==> config.mk <==
export PLATFORM = sky130hd
export DESIGN_NAME = vml_vector_port
export DESIGN_NICKNAME = d
export VERILOG_FILES = /design/src/vml_pkg.sv /design/src/vml_addr_gen.sv /design/src/vml_vector_port.sv
export SDC_FILE = /design/constraint.sdc
export NUM_CORES = 1
export LEC_CHECK = 0
export BUFFER_PORTS_ARGS = -buffer_cell sky130_fd_sc_hd__buf_4
export CORE_AREA = 2 2 169 171
export CTS_CLUSTER_DIAMETER = 40
export DETAILED_ROUTE_END_ITERATION = 6
export DIE_AREA = 0 0 171 173
export PLACE_DENSITY_LB_ADDON = 0.3
export SLEW_MARGIN = 15
export SYNTH_ARGS = -nofsm -noshare
export SYNTH_HDL_FRONTEND = slang
export SYNTH_SLANG_ARGS = --single-unit
==> constraint.sdc <==
create_clock -name clk_in -period 6.12 [get_ports clk_in]
set_clock_uncertainty 0.1 [all_clocks]
set_input_delay 0.918 -clock clk_in [delete_from_list [all_inputs] [get_ports clk_in]]
set_output_delay 0.918 -clock clk_in [all_outputs]
set_load 0.01 [all_outputs]
==> src/vml_pkg.sv <==
/*
 vml_pkg: constants shared by the vector memory port.
 assumes one processor clock; no other dependencies.
*/
package vml_pkg;
    // ----------------------------------------------------------------
    // opcode layout
    // ----------------------------------------------------------------
    localparam logic [6:0] VML_OP_LOAD = 7'h7E;   // major code 176 octal
    localparam logic [6:0] VML_OP_STORE = 7'h7F;  // major code 177 octal
    localparam logic [2:0] VML_SEL_STRIDED = 3'h0; // selector digit 0
    localparam logic [2:0] VML_SEL_INDEXED = 3'h1; // selector digit 1
    localparam logic [2:0] VML_DESIG_UNIT = 3'h0;  // stride designator zero
    localparam int VML_OP_HI = 15;                 // major code field
    localparam int VML_OP_LO = 9;
    localparam int VML_I_HI = 8;                   // i designator field
    localparam int VML_I_LO = 6;
    localparam int VML_J_HI = 5;                   // j designator field
    localparam int VML_J_LO = 3;
    localparam int VML_K_HI = 2;                   // k designator field
    localparam int VML_K_LO = 0;
    // ----------------------------------------------------------------
    // data path sizes
    // ----------------------------------------------------------------
    localparam int VML_WORD_W = 64;       // element width
    localparam int VML_ADDR_W = 24;       // memory address width
    localparam int VML_IDX_W = 24;        // signed index field width
    localparam int VML_ELEMS = 64;        // elements per vector register
    localparam int VML_VL_W = 7;          // vector length 0..64
    localparam int VML_EL_W = 6;          // element index
    localparam logic [VML_ADDR_W-1:0] VML_UNIT_STEP = 24'h000001;

    // ----------------------------------------------------------------
    // sequencer states, gray along idle-run-drain-done
    // ----------------------------------------------------------------
    typedef enum logic [1:0] {
        VML_IDLE = 2'b00,
        VML_RUN = 2'b01,
        VML_DRAIN = 2'b11,
        VML_DONE = 2'b10
    } vml_state_type;
endpackage : vml_pkg

==> src/vml_addr_gen.sv <==
/*
 vml_addr_gen: per-element address formation for the vector memory port.
 assumes caller holds base, stride and index steady while in use.
*/
`timescale 1ns/1ps
`default_nettype none
module vml_addr_gen (
    input wire logic indexed_in,                           // gather/scatter mode
    input wire logic first_in,                             // first element of strided run
    input wire logic [vml_pkg::VML_ADDR_W-1:0] base_in,    // base address
    input wire logic [vml_pkg::VML_ADDR_W-1:0] run_in,     // running strided address
    input wire logic [vml_pkg::VML_ADDR_W-1:0] step_in,    // signed stride
    input wire logic [vml_pkg::VML_WORD_W-1:0] index_in,   // index element
    output logic [vml_pkg::VML_ADDR_W-1:0] addr_out,       // address of this element
    output logic [vml_pkg::VML_ADDR_W-1:0] next_run_out    // running address after it
);
    import vml_pkg::*;
    // ----------------------------------------------------------------
    // address arithmetic
    // ----------------------------------------------------------------
    logic [VML_ADDR_W-1:0] offset; // sign-extended index, wraps at width
    logic [VML_ADDR_W-1:0] strided; // current strided address

    // low index bits sign-extended; modulo sum truncates to the bus
    always_comb begin
        offset = VML_ADDR_W'($signed(index_in[VML_IDX_W-1:0]));
        strided = first_in ? base_in : run_in;
        addr_out = indexed_in ? VML_ADDR_W'(base_in + offset) : strided;
        next_run_out = VML_ADDR_W'(strided + step_in);
    end
endmodule : vml_addr_gen
`default_nettype wire

==> src/vml_vector_port.sv <==
/*
 vml_vector_port: vector load/store port moving words between memory and
 one 64-element vector register, strided or indexed.
 assumes the issue logic holds its inputs while start is taken and memory
 returns load data in request order with a valid strobe.
*/
`timescale 1ns/1ps
`default_nettype none
// Behaviour
// - strided load starts at base address
// - stride is signed, steps either way
// - load designator zero means unit step
// - strided load moves vector length elements
// - gather walks elements from zero upward
// - gather address is base plus index
// - gather moves vector length words
// - strided store starts at base address
// - stride added after every stored word
// - store designator zero means unit step
// - scatter walks source elements from zero
// - scatter address is base plus index
// - stores write vector length elements
// - decode load/store and strided/indexed
module vml_vector_port (
    input wire logic clk_in,                                           // processor clock
    input wire logic reset_n_in,                                       // async reset, active low
    input wire logic start_in,                                         // issue strobe
    input wire logic [15:0] instr_in,                                  // instruction word
    input wire logic [vml_pkg::VML_ADDR_W-1:0] base_address_reg_in,    // base address
    input wire logic [vml_pkg::VML_ADDR_W-1:0] stride_reg_in,          // stride
    input wire logic [vml_pkg::VML_VL_W-1:0] vector_length_reg_in,     // element count
    input wire logic [vml_pkg::VML_WORD_W-1:0] store_source_vector_in, // source element
    input wire logic [vml_pkg::VML_WORD_W-1:0] index_vector_in,        // index element
    input wire logic mem_ack_in,                                       // memory accepts request
    input wire logic mem_rvalid_in,                                    // load data valid
    input wire logic [vml_pkg::VML_WORD_W-1:0] mem_rdata_in,           // load data
    output logic busy_out,                                             // transfer in progress
    output logic done_out,                                             // one-cycle completion
    output logic [vml_pkg::VML_EL_W-1:0] src_elem_out,                 // element read index
    output logic mem_req_out,                                          // memory request
    output logic mem_we_out,                                           // write request
    output logic [vml_pkg::VML_ADDR_W-1:0] mem_addr_out,               // memory address
    output logic [vml_pkg::VML_WORD_W-1:0] mem_wdata_out,              // store data
    output logic load_dest_we_out,                                     // destination write
    output logic [vml_pkg::VML_EL_W-1:0] load_dest_elem_out,           // destination element
    output logic [vml_pkg::VML_WORD_W-1:0] load_dest_data_out          // destination data
);
    import vml_pkg::*;

    // ----------------------------------------------------------------
    // decode of the issued instruction
    // ----------------------------------------------------------------
    logic [6:0] op; // major code, top seven bits of the parcel
    logic [2:0] sel; // selector, i designator for stores, j designator for loads
    logic [2:0] desig_k; // stride/index designator
    logic is_load; // load major code
    logic is_store; // store major code
    logic is_idx; // indexed addressing
    logic valid_op; // recognised instruction

    // store selector sits in i field; load selector in j field
    always_comb begin
        op = instr_in[VML_OP_HI:VML_OP_LO];
        desig_k = instr_in[VML_K_HI:VML_K_LO];
        is_load = (op == VML_OP_LOAD);
        is_store = (op == VML_OP_STORE);
        sel = is_store ? instr_in[VML_I_HI:VML_I_LO] : instr_in[VML_J_HI:VML_J_LO];
        is_idx = (sel == VML_SEL_INDEXED);
        valid_op = (is_load || is_store) && (is_idx || sel == VML_SEL_STRIDED);
    end

    // ----------------------------------------------------------------
    // transfer context, captured at issue
    // ----------------------------------------------------------------
    vml_state_type state_r; // sequencer state
    logic store_r; // store transfer
    logic idx_r; // indexed transfer
    logic first_r; // next request is element zero
    logic [VML_ADDR_W-1:0] base_r; // base address copy
    logic [VML_ADDR_W-1:0] step_r; // signed step
    logic [VML_ADDR_W-1:0] run_r; // running strided address
    logic [VML_VL_W-1:0] len_r; // elements to move
    logic [VML_VL_W-1:0] req_cnt_r; // requests accepted
    logic [VML_VL_W-1:0] rsp_cnt_r; // load words returned
    logic [VML_ADDR_W-1:0] elem_addr; // address of current element
    logic [VML_ADDR_W-1:0] next_run; // running address after it
    logic take; // request accepted this cycle
    logic last_req; // the accepted request is the final one

    assign take = mem_req_out && mem_ack_in;
    assign last_req = take && (VML_VL_W'(req_cnt_r + 1'b1) == len_r);

    // context load; zero designator replaces stride by one
    always_ff @(posedge clk_in or negedge reset_n_in) begin
        if (!reset_n_in) begin
            store_r <= 1'b0;
            idx_r <= 1'b0;
            base_r <= '0;
            step_r <= '0;
            len_r <= '0;
        end else if (state_r == VML_IDLE && start_in && valid_op) begin
            store_r <= is_store;
            idx_r <= is_idx;
            base_r <= base_address_reg_in;
            step_r <= (desig_k == VML_DESIG_UNIT) ? VML_UNIT_STEP : stride_reg_in;
            len_r <= vector_length_reg_in;
        end
    end

    // ----------------------------------------------------------------
    // address generation
    // ----------------------------------------------------------------
    vml_addr_gen u_addr (
        .indexed_in(idx_r),
        .first_in(first_r),
        .base_in(base_r),
        .run_in(run_r),
        .step_in(step_r),
        .index_in(index_vector_in),
        .addr_out(elem_addr),
        .next_run_out(next_run)
    );

    // ----------------------------------------------------------------
    // sequencer
    // ----------------------------------------------------------------
    // loads wait in drain until every word is back; zero length ends at once
    always_ff @(posedge clk_in or negedge reset_n_in) begin
        if (!reset_n_in) begin
            state_r <= VML_IDLE;
        end else begin
            unique case (state_r)
                VML_IDLE: begin
                    if (start_in && valid_op) begin
                        state_r <= (vector_length_reg_in == '0) ? VML_DONE : VML_RUN;
                    end
                end
                VML_RUN: begin
                    if (last_req) begin
                        state_r <= store_r ? VML_DONE : VML_DRAIN;
                    end
                end
                VML_DRAIN: begin
                    if (rsp_cnt_r == len_r) begin
                        state_r <= VML_DONE;
                    end
                end
                VML_DONE: begin
                    state_r <= VML_IDLE;
                end
            endcase
        end
    end

    // ----------------------------------------------------------------
    // request side: counter, running address, held request
    // ----------------------------------------------------------------
    // elements go out in order from zero, one per accepted request
    always_ff @(posedge clk_in or negedge reset_n_in) begin
        if (!reset_n_in) begin
            req_cnt_r <= '0;
            first_r <= 1'b1;
            run_r <= '0;
        end else if (state_r == VML_IDLE) begin
            req_cnt_r <= '0;
            first_r <= 1'b1;
        end else if (take) begin
            req_cnt_r <= VML_VL_W'(req_cnt_r + 1'b1);
            first_r <= 1'b0;
            run_r <= next_run;
        end
    end

    // request registered; held steady until memory acks it
    always_ff @(posedge clk_in or negedge reset_n_in) begin
        if (!reset_n_in) begin
            mem_req_out <= 1'b0;
            mem_we_out <= 1'b0;
            mem_addr_out <= '0;
            mem_wdata_out <= '0;
        end else if (!mem_req_out || mem_ack_in) begin
            // issue the next element only after the registered one is taken
            if (state_r == VML_RUN && !last_req && !(mem_req_out == 1'b0 && req_cnt_r == len_r)) begin
                mem_req_out <= 1'b1;
                mem_we_out <= store_r;
                mem_addr_out <= take ? addr_next_elem(next_run) : elem_addr;
                mem_wdata_out <= store_source_vector_in;
            end else begin
                mem_req_out <= 1'b0;
                mem_we_out <= 1'b0;
            end
        end
    end

    // element fed to the source ports: the one after the current request
    always_ff @(posedge clk_in or negedge reset_n_in) begin
        if (!reset_n_in) begin
            src_elem_out <= '0;
        end else if (state_r == VML_IDLE) begin
            src_elem_out <= '0;
        end else if ((!mem_req_out || mem_ack_in) && state_r == VML_RUN && !last_req) begin
            src_elem_out <= VML_EL_W'(src_elem_out + 1'b1);
        end
    end

    // address for the element after an accepted one: next strided address, or base plus index when indexed
    function automatic logic [VML_ADDR_W-1:0] addr_next_elem(input logic [VML_ADDR_W-1:0] nr);
        addr_next_elem = idx_r ? elem_addr : nr;
    endfunction : addr_next_elem

    // ----------------------------------------------------------------
    // load return path
    // ----------------------------------------------------------------
    // returned words land in consecutive destination elements
    always_ff @(posedge clk_in or negedge reset_n_in) begin
        if (!reset_n_in) begin
            rsp_cnt_r <= '0;
            load_dest_we_out <= 1'b0;
            load_dest_elem_out <= '0;
            load_dest_data_out <= '0;
        end else begin
            load_dest_we_out <= 1'b0;
            if (state_r == VML_IDLE) begin
                rsp_cnt_r <= '0;
            end else if (mem_rvalid_in && !store_r && rsp_cnt_r != len_r) begin
                load_dest_we_out <= 1'b1;
                load_dest_elem_out <= VML_EL_W'(rsp_cnt_r);
                load_dest_data_out <= mem_rdata_in;
                rsp_cnt_r <= VML_VL_W'(rsp_cnt_r + 1'b1);
            end
        end
    end

    // ----------------------------------------------------------------
    // status
    // ----------------------------------------------------------------
    always_ff @(posedge clk_in or negedge reset_n_in) begin
        if (!reset_n_in) begin
            busy_out <= 1'b0;
            done_out <= 1'b0;
        end else begin
            busy_out <= (state_r == VML_IDLE) ? (start_in && valid_op) : (state_r != VML_DONE);
            done_out <= (state_r == VML_DONE);
        end
    end

    // ----------------------------------------------------------------
    // checks
    // ----------------------------------------------------------------
    chk_req_held: assert property (@(posedge clk_in) disable iff (!reset_n_in)
        mem_req_out && !mem_ack_in |=> mem_req_out && $stable(mem_addr_out) && $stable(mem_we_out))
        else $error("request dropped or changed before acceptance");
    chk_count_limit: assert property (@(posedge clk_in) disable iff (!reset_n_in)
        state_r != VML_IDLE |-> req_cnt_r <= len_r)
        else $error("more requests than vector length");
    chk_done_count: assert property (@(posedge clk_in) disable iff (!reset_n_in)
        state_r == VML_DONE |-> req_cnt_r == len_r)
        else $error("done with wrong element count");
    chk_load_count: assert property (@(posedge clk_in) disable iff (!reset_n_in)
        state_r == VML_DONE && !store_r |-> rsp_cnt_r == len_r)
        else $error("load done before all words returned");
    chk_done_pulse: assert property (@(posedge clk_in) disable iff (!reset_n_in)
        done_out |=> !done_out)
        else $error("done longer than one cycle");
    chk_first_base: assert property (@(posedge clk_in) disable iff (!reset_n_in)
        $rose(mem_req_out) && req_cnt_r == '0 && !idx_r |-> mem_addr_out == base_r)
        else $error("first strided address not base");
    chk_stride_step: assert property (@(posedge clk_in) disable iff (!reset_n_in)
        take && !idx_r && state_r == VML_RUN ##1 mem_req_out |-> mem_addr_out == VML_ADDR_W'($past(mem_addr_out, 1) + step_r))
        else $error("stride not applied");
    chk_idle_quiet: assert property (@(posedge clk_in) disable iff (!reset_n_in)
        state_r == VML_IDLE && !(start_in && valid_op) |=> !mem_req_out)
        else $error("request without valid instruction");
endmodule : vml_vector_port
`default_nettype wire

==> flow_metrics.env, run 1 <==
export IMPL_status="finished clean"
export IMPL_post_drt_wl_per_cell_um=18.1
export IMPL_syn_avg_cell_area_um2=10.7
export IMPL_final_cell_mix="buf_4 (405), dfrtp_1 (266), nand2_1 (223)"
export IMPL_pwr_share_comb=0.237
export IMPL_p_seq_frac=0.376
export IMPL_rows=61
export IMPL_grt_pass1_wl_mm=60.1
export IMPL_p_int_uw=4360
export IMPL_post_cts_buffers=0
export IMPL_critPathTopFamily="compound AO/OA/AOI/OAI gates"
export IMPL_synth_seq_area_share=0.497
export IMPL_die_w_um=171
export IMPL_slew_headroom=0.355
export IMPL_fin_crit_sh=0.715
export IMPL_synth_seq_cells=267
export IMPL_yosys_cell_types_count=71
export IMPL_grt_pass1_vias=11444
export IMPL_ant_nets=0
export IMPL_clkTransAtPathRegs_ns=0.05
export IMPL_drv_slew=0
export IMPL_synth_top_family_by_area="multiplexers"
export IMPL_cts_sinks=267
export IMPL_worstSetupStartpoint="first_r$_DFFE_PN1P_"
export IMPL_mostFrequentLayoutCell="buf_4"
export IMPL_chipHeight_um=173
export IMPL_place_congestion=0.863
export IMPL_holdBufCountCts=0
export IMPL_peakVddDrop_uv=214
export IMPL_holdWs_ns=0.368
export IMPL_crit_required_ns=6.40
export IMPL_worstSetupEndpointType="flip-flop"
export IMPL_die_area_um2=29600
export IMPL_critPathBufInv=0
export IMPL_rsz0062_at_grt="no"
export IMPL_drtIter0Drc=641
export IMPL_io_pins=437
export IMPL_cp_start_kind="flip-flop"
export IMPL_final_cell_area_um2=18200
export IMPL_power_frac_clock=0.387
export IMPL_synth_simple_gate_area_frac=0.124
export IMPL_cts_root_buf="clkbuf_16"
export IMPL_setup_violations_final=0
export IMPL_slowest_stage="dfstp_2"
export IMPL_max_cap_violations=0
export IMPL_total_leakage_power_uw=0.00926
export IMPL_antenna_found_initial=1
export IMPL_r2r_start="first_r$_DFFE_PN1P_"
export IMPL_synth_async_sr_flop_share=1.00
export IMPL_vias=10959
export IMPL_synth_compound_gate_area_share=0.110
export IMPL_syn_inst=1256
export IMPL_switching_power_uw=1720
export IMPL_drcViolationCount=0
export IMPL_ff2ff_setup_slack_ns=1.74
export IMPL_dp_hpwl_mm=27.0
export IMPL_synth_edff_count=0
export IMPL_final_util=0.658
export IMPL_layout_drive_gt1_share=0.399
export IMPL_period_minus_slack_ns=4.38
export IMPL_crit_type="reg -> reg"
export IMPL_clock_path_buffers=3
export IMPL_design_core_area_um2=27600
export IMPL_grt_usage=0.254
export IMPL_cts_tree="built"
export IMPL_grt_overflow=0
export IMPL_cpPeakStageDelay_ns=0.96
export IMPL_port_buffer_count=396
export IMPL_fin_nets=1973
export IMPL_hold_viol_final=0
export IMPL_cp_depth=12
export IMPL_synthMuxAreaShare=0.147
export IMPL_max_freq_ghz=0.229
export IMPL_ys_flop_type="dfrtp_1"
export IMPL_hold_path_class="in -> async"
export IMPL_start_util=0.487
export IMPL_cp_max_fo=28
export IMPL_firstDrtPassIters=6
export IMPL_cp_cell_sequence="mux2_2 > ha_1 > fa_1 > a21oi_2 > o221a_2 > o21bai_2 > a2111oi_4 > o21ai_2 > nand3_1 > o32ai_1 > a221oi_1 > o32ai_2"
export IMPL_grt_max_degree=116
export IMPL_tns_ns=0
export IMPL_r2r_cells=12
export IMPL_routed_wl_mm=37.4
export IMPL_placed_cells=1988
export IMPL_viasPerCell=5.30
export IMPL_synth_xor_area_frac=0.0475
export IMPL_powerDensity_nw_per_um2=334
export IMPL_worst_slew_pin_slew_ns=0.967
export IMPL_clock_latency_ns=0.53
export IMPL_synth_fa_ha_area_frac=0.0486
export IMPL_r2r_end="mem_addr_out[22]$_DFFE_PN0P_"
export IMPL_dpl_cell_area_um2=16800
export IMPL_area_delta_synth_final_pct=35.3
export IMPL_cp_arrival_ns=4.65
export IMPL_synth_nets=1575
export IMPL_cts_resized=0
export IMPL_yosysWarnings=0
export IMPL_netlist_area_um2=13400
export IMPL_cts_made_buffers=42
export IMPL_fin_cells=2067
export IMPL_crit_end="mem_addr_out[22]$_DFFE_PN0P_"
export IMPL_htreeDepth=2
export IMPL_switching_share=0.283
[power groups by stage]
stage	clock network [uW]	logic, uW	registers [uW]
after floorplan	0	551	2420
after global placement	0	1410	2290
after detailed placement	0	1440	2310
after CTS	2390	1450	2290
after global routing	2480	1560	2330
final	2350	1440	2290
[Yosys cell counts (8+ instances only)]
library cell,n,share of area
dfrtp_1,266,0.50
nand2_1,223,0.062
mux2_2,168,0.14
o21ai_0,76,0.028
nor2_1,64,0.018
a21oi_1,53,0.020
ha_1,49,0.046
xor2_1,42,0.027
clkbuf_1,30,0.0084
xnor2_1,29,0.019
nand3_1,22,0.0082
inv_1,20,0.0056
a21o_1,19,0.011
buf_2,14,0.0052
nand2b_1,13,0.0060
nor3_1,12,0.0045
a31oi_1,11,0.0051
o211ai_1,10,0.0056
mux2i_1,9,0.0067
nand4_1,8,0.0037
nor2b_1,8,0.0037
or3_1,8,0.0037
[final cells by class]
| type | count | area [um2] |
|---|---|---|
| flip-flops and latches | 267 | 6680 |
| well taps | 378 | 473 |
| multi-input cells | 915 | 6450 |
| fillers | 2211 | 9440 |
| clock inverters | 22 | 213 |
| repair buffers | 408 | 3100 |
| diodes | 1 | 2.50 |
| clock buffers | 56 | 1200 |
| inverters | 20 | 75.1 |
[how the worst min path moves through the flow]
stage	cells after the start	slack, ns	from	to
floorplan	2	0.34	run_r[0]$_DFFE_PN0P_	run_r[0]$_DFFE_PN0P_
CTS	2	0.38	run_r[1]$_DFFE_PN0P_	run_r[1]$_DFFE_PN0P_
global placement	2	0.35	run_r[4]$_DFFE_PN0P_	run_r[4]$_DFFE_PN0P_
detailed placement	2	0.36	run_r[1]$_DFFE_PN0P_	run_r[1]$_DFFE_PN0P_
finish	1	0.37	reset_n_in	mem_addr_out[22]$_DFFE_PN0P_
global route	2	0.40	run_r[19]$_DFFE_PN0P_	run_r[19]$_DFFE_PN0P_
[through the flow]
| stage | setup slack (ns) | power [uW] |
|---|---|---|
| 6_report | 1.74 | 6080 |
| 5_1_grt | 1.53 | 6370 |
| 4_1_cts | 1.78 | 6130 |
| 3_5_place_dp | 1.83 | 3760 |
| 3_3_place_gp | 1.88 | 3700 |
| 2_1_floorplan | 2.22 | 2970 |
[metal layers]
metal / part of all wire / wire length [um] / global-route usage / vias up
li1: - / - / - / 5204
met3: 0.071 / 2670 / 0.0591 / 63
met2: 0.50 / 18500 / 0.431 / 383
met1: 0.41 / 15400 / 0.323 / 5309
met4: 0.021 / 791 / 0.0727 / 0
met5: 0 / 0 / 0 / -
[cell families (layout without fill, tap and decap cells)]
group | Yosys count | count (layout)
fa+ha+maj | 51 | 51
flops | 267 | 267
xor+xnor | 72 | 72
mux | 177 | 177
simple gates | 383 | 383
other cells | 0 | 1
buf+inv | 74 | 506
compound gates | 232 | 232
[sequential cells by signal, indices dropped and copies added (netlist names), 2 cells and up]
register	count
rsp_cnt_r	7
len_r	7
req_cnt_r	7
mem_wdata_out	64
state_r	2
step_r	24
base_r	24
run_r	24
load_dest_data_out	64
mem_addr_out	24
load_dest_elem_out	6
src_elem_out	6
Power figures use the tool's default switching activity.
==> run 2, diff against run 1 <==
--- a/config.mk
+++ b/config.mk
@@ -6,10 +6,10 @@
 export NUM_CORES = 1
 export LEC_CHECK = 0
 export BUFFER_PORTS_ARGS = -buffer_cell sky130_fd_sc_hd__buf_4
-export CORE_AREA = 2 2 169 171
+export CORE_MARGIN = 2
+export CORE_UTILIZATION = 47
 export CTS_CLUSTER_DIAMETER = 40
 export DETAILED_ROUTE_END_ITERATION = 6
-export DIE_AREA = 0 0 171 173
 export PLACE_DENSITY_LB_ADDON = 0.3
 export SLEW_MARGIN = 15
 export SYNTH_ARGS = -nofsm -noshare
==> constraint.sdc (replaced) <==
create_clock -name clk_in -period 3.58 [get_ports clk_in]
set_clock_uncertainty 0.1 [all_clocks]
set_input_delay 0.537 -clock clk_in [delete_from_list [all_inputs] [get_ports clk_in]]
set_output_delay 0.537 -clock clk_in [all_outputs]
set_load 0.01 [all_outputs]
==> flow_metrics.env, run 2 (same netlist as run 1, synthesis figures left out) <==
export IMPL_p_total_uw=10500
export IMPL_drv_slew=0
export IMPL_dp_hpwl_mm=27.8
export IMPL_clock_path_buffers=3
export IMPL_crit_required_ns=3.86
export IMPL_firstDrtPassIters=6
export IMPL_use_met2=0.434
export IMPL_grt_pass1_vias=11556
export IMPL_worst_slew_pin_slew_ns=0.996
export IMPL_die_area_um2=30000
export IMPL_cts_made_buffers=42
export IMPL_worstSetupEndpointType="flip-flop"
export IMPL_grt_busiest_layer="met2"
export IMPL_max_cap_violations=0
export IMPL_multiInputGateArea_um2=6720
export IMPL_final_cell_mix="buf_4 (441), dfrtp_1 (266), nand2_1 (222)"
export IMPL_status="finished clean"
export IMPL_antenna_found_initial=5
export IMPL_post_drt_wl_per_cell_um=18.2
export IMPL_rsz0062_at_grt="yes"
export IMPL_setup_violations_final=0
export IMPL_grt_usage=0.249
export IMPL_max_freq_ghz=0.284
export IMPL_fillers=2093
export IMPL_place_congestion=0.872
export IMPL_vias=11132
export IMPL_gr_usage_met1=0.303
export IMPL_period_minus_slack_ns=3.52
export IMPL_reg_largest_list="load_dest_data_out: 64 flops, mem_wdata_out: 64 flops"
export IMPL_drtIter0Drc=554
export IMPL_use_met3=0.0622
export IMPL_hold_end="base_r[5]$_DFFE_PN0P_"
export IMPL_hold_depth=3
export IMPL_grt_overflow=0
export IMPL_area_delta_synth_final_pct=40.5
export IMPL_layout_drive_gt1_share=0.434
export IMPL_die_w_um=173
export IMPL_clock_latency_ns=0.52
export IMPL_dp_slack_ns=-0.00526
export IMPL_total_leakage_power_uw=0.00948
export IMPL_hold_path_class="in -> reg"
export IMPL_ff_latch_area_um2=6680
export IMPL_clkTransAtPathRegs_ns=0.05
export IMPL_fin_nets=2016
export IMPL_io_pins=437
export IMPL_tns_ns=0
export IMPL_cp_max_fo=5
export IMPL_cts_sinks=267
export IMPL_r2r_start="first_r$_DFFE_PN1P_"
export IMPL_routed_wl_mm=38.5
export IMPL_design_core_area_um2=28000
export IMPL_viasPerCell=5.28
export IMPL_crit_type="reg -> reg"
export IMPL_chipHeight_um=173
export IMPL_r2r_end="mem_addr_out[22]$_DFFE_PN0P_"
export IMPL_start_util=0.480
export IMPL_ant_nets=0
export IMPL_ff2ff_setup_slack_ns=0.06
export IMPL_post_route_worst_setup_slack_ns=0.0564
export IMPL_cp_start_kind="flip-flop"
export IMPL_hold_viol_final=0
export IMPL_slew_headroom=0.336
export IMPL_peakVddDrop_uv=429
export IMPL_hold_start="base_address_reg_in[5]"
export IMPL_cp_arrival_ns=3.80
export IMPL_fin_crit_sh=0.984
export IMPL_mostFrequentLayoutCell="buf_4"
export IMPL_htreeDepth=2
export IMPL_rows=61
export IMPL_r2r_cells=14
export IMPL_grt_pass1_wl_mm=60.4
export IMPL_powerDensity_nw_per_um2=558
export IMPL_cts_tree="built"
export IMPL_cts_root_buf="clkbuf_16"
export IMPL_port_buffer_count=396
export IMPL_grt_max_degree=98
export IMPL_drcViolationCount=0
run 2: cell types whose count changed in the layout (fill, tap and decap cells not counted), sizes merged:
| cell | delta |
|---|---|
| buf | +41 |
| clkbuf | -5 |
| diode | +4 |
| bufinv | +3 |
| inv | -3 |
| clkinvlp | +2 |
| dlygate4sd3 | +1 |
run 2: worst max path at each step:
stage,endpoint,depth (start not counted),from,slack (ns)
after floorplan,mem_addr_out[22]$_DFFE_PN0P_,14,first_r$_DFFE_PN1P_,0.01
after global placement,mem_addr_out[21]$_DFFE_PN0P_,14,first_r$_DFFE_PN1P_,-0.001
after detailed placement,mem_addr_out[21]$_DFFE_PN0P_,14,first_r$_DFFE_PN1P_,-0.005
after CTS,mem_addr_out[21]$_DFFE_PN0P_,15,first_r$_DFFE_PN1P_,0.006
after global routing,mem_addr_out[18]$_DFFE_PN0P_,15,first_r$_DFFE_PN1P_,-0.08
final,mem_addr_out[22]$_DFFE_PN0P_,14,first_r$_DFFE_PN1P_,0.06
run 2: layout make-up:
class,count,area share
Clock buffer,50,0.0605
Inverter,20,0.00397
Clock inverter,24,0.0155
Timing Repair Buffer,451,0.185
Antenna cell,5,0.000662
Multi-Input combinational cell,915,0.356
Tap cell,378,0.0250
Sequential cell,267,0.354
run 2: critical path, stage by stage (launching register included):
cell and delay (ns):
dfstp_2 0.60, buf_12 0.14, mux2_4 0.33, fa_2 0.38
a21oi_2 0.15, o221a_2 0.24, o21bai_4 0.08, a2111oi_4 0.28
buf_4 0.19, o21ai_2 0.07, buf_4 0.15, nand3_1 0.10
o32ai_2 0.10, a221oi_2 0.36, o32ai_4 0.11
run 2: metal layers:
layer,wire (um),share of wire
met4,932,0.024
met5,0,0
met1,15300,0.40
met3,2870,0.075
met2,19400,0.50
run 2: where the power goes:
group	switching [uW]	internal, uW
clock network	1460	2650
logic	1130	1400
registers	339	3580
total	2930	7620
run 2: timing repair:
| action | in CTS | in global routing |
|---|---|---|
| endpoints found under the hold margin | 35 | 0 |
| pin swaps | 9 | 31 |
| setup buffers | 2 | 8 |
| endpoints found under the setup margin | 3 | 14 |
| gates cloned | 0 | 1 |
| gates resized for setup | 8 | 37 |
| hold buffers | 1 | 0 |
run 2: per-stage QoR:
stage / util / area (um2) / std cells / hold WS (ns)
CTS: 0.663 / 18600 / 2097 / 0.0898
finish: 0.674 / 18900 / 2110 / 0.113
floorplan: - / 13500 / 1256 / 0.141
detailed placement: 0.609 / 17100 / 2020 / 0.341
global route: 0.674 / 18900 / 2110 / 0.104
global placement: 0.609 / 17100 / 2020 / 0.343
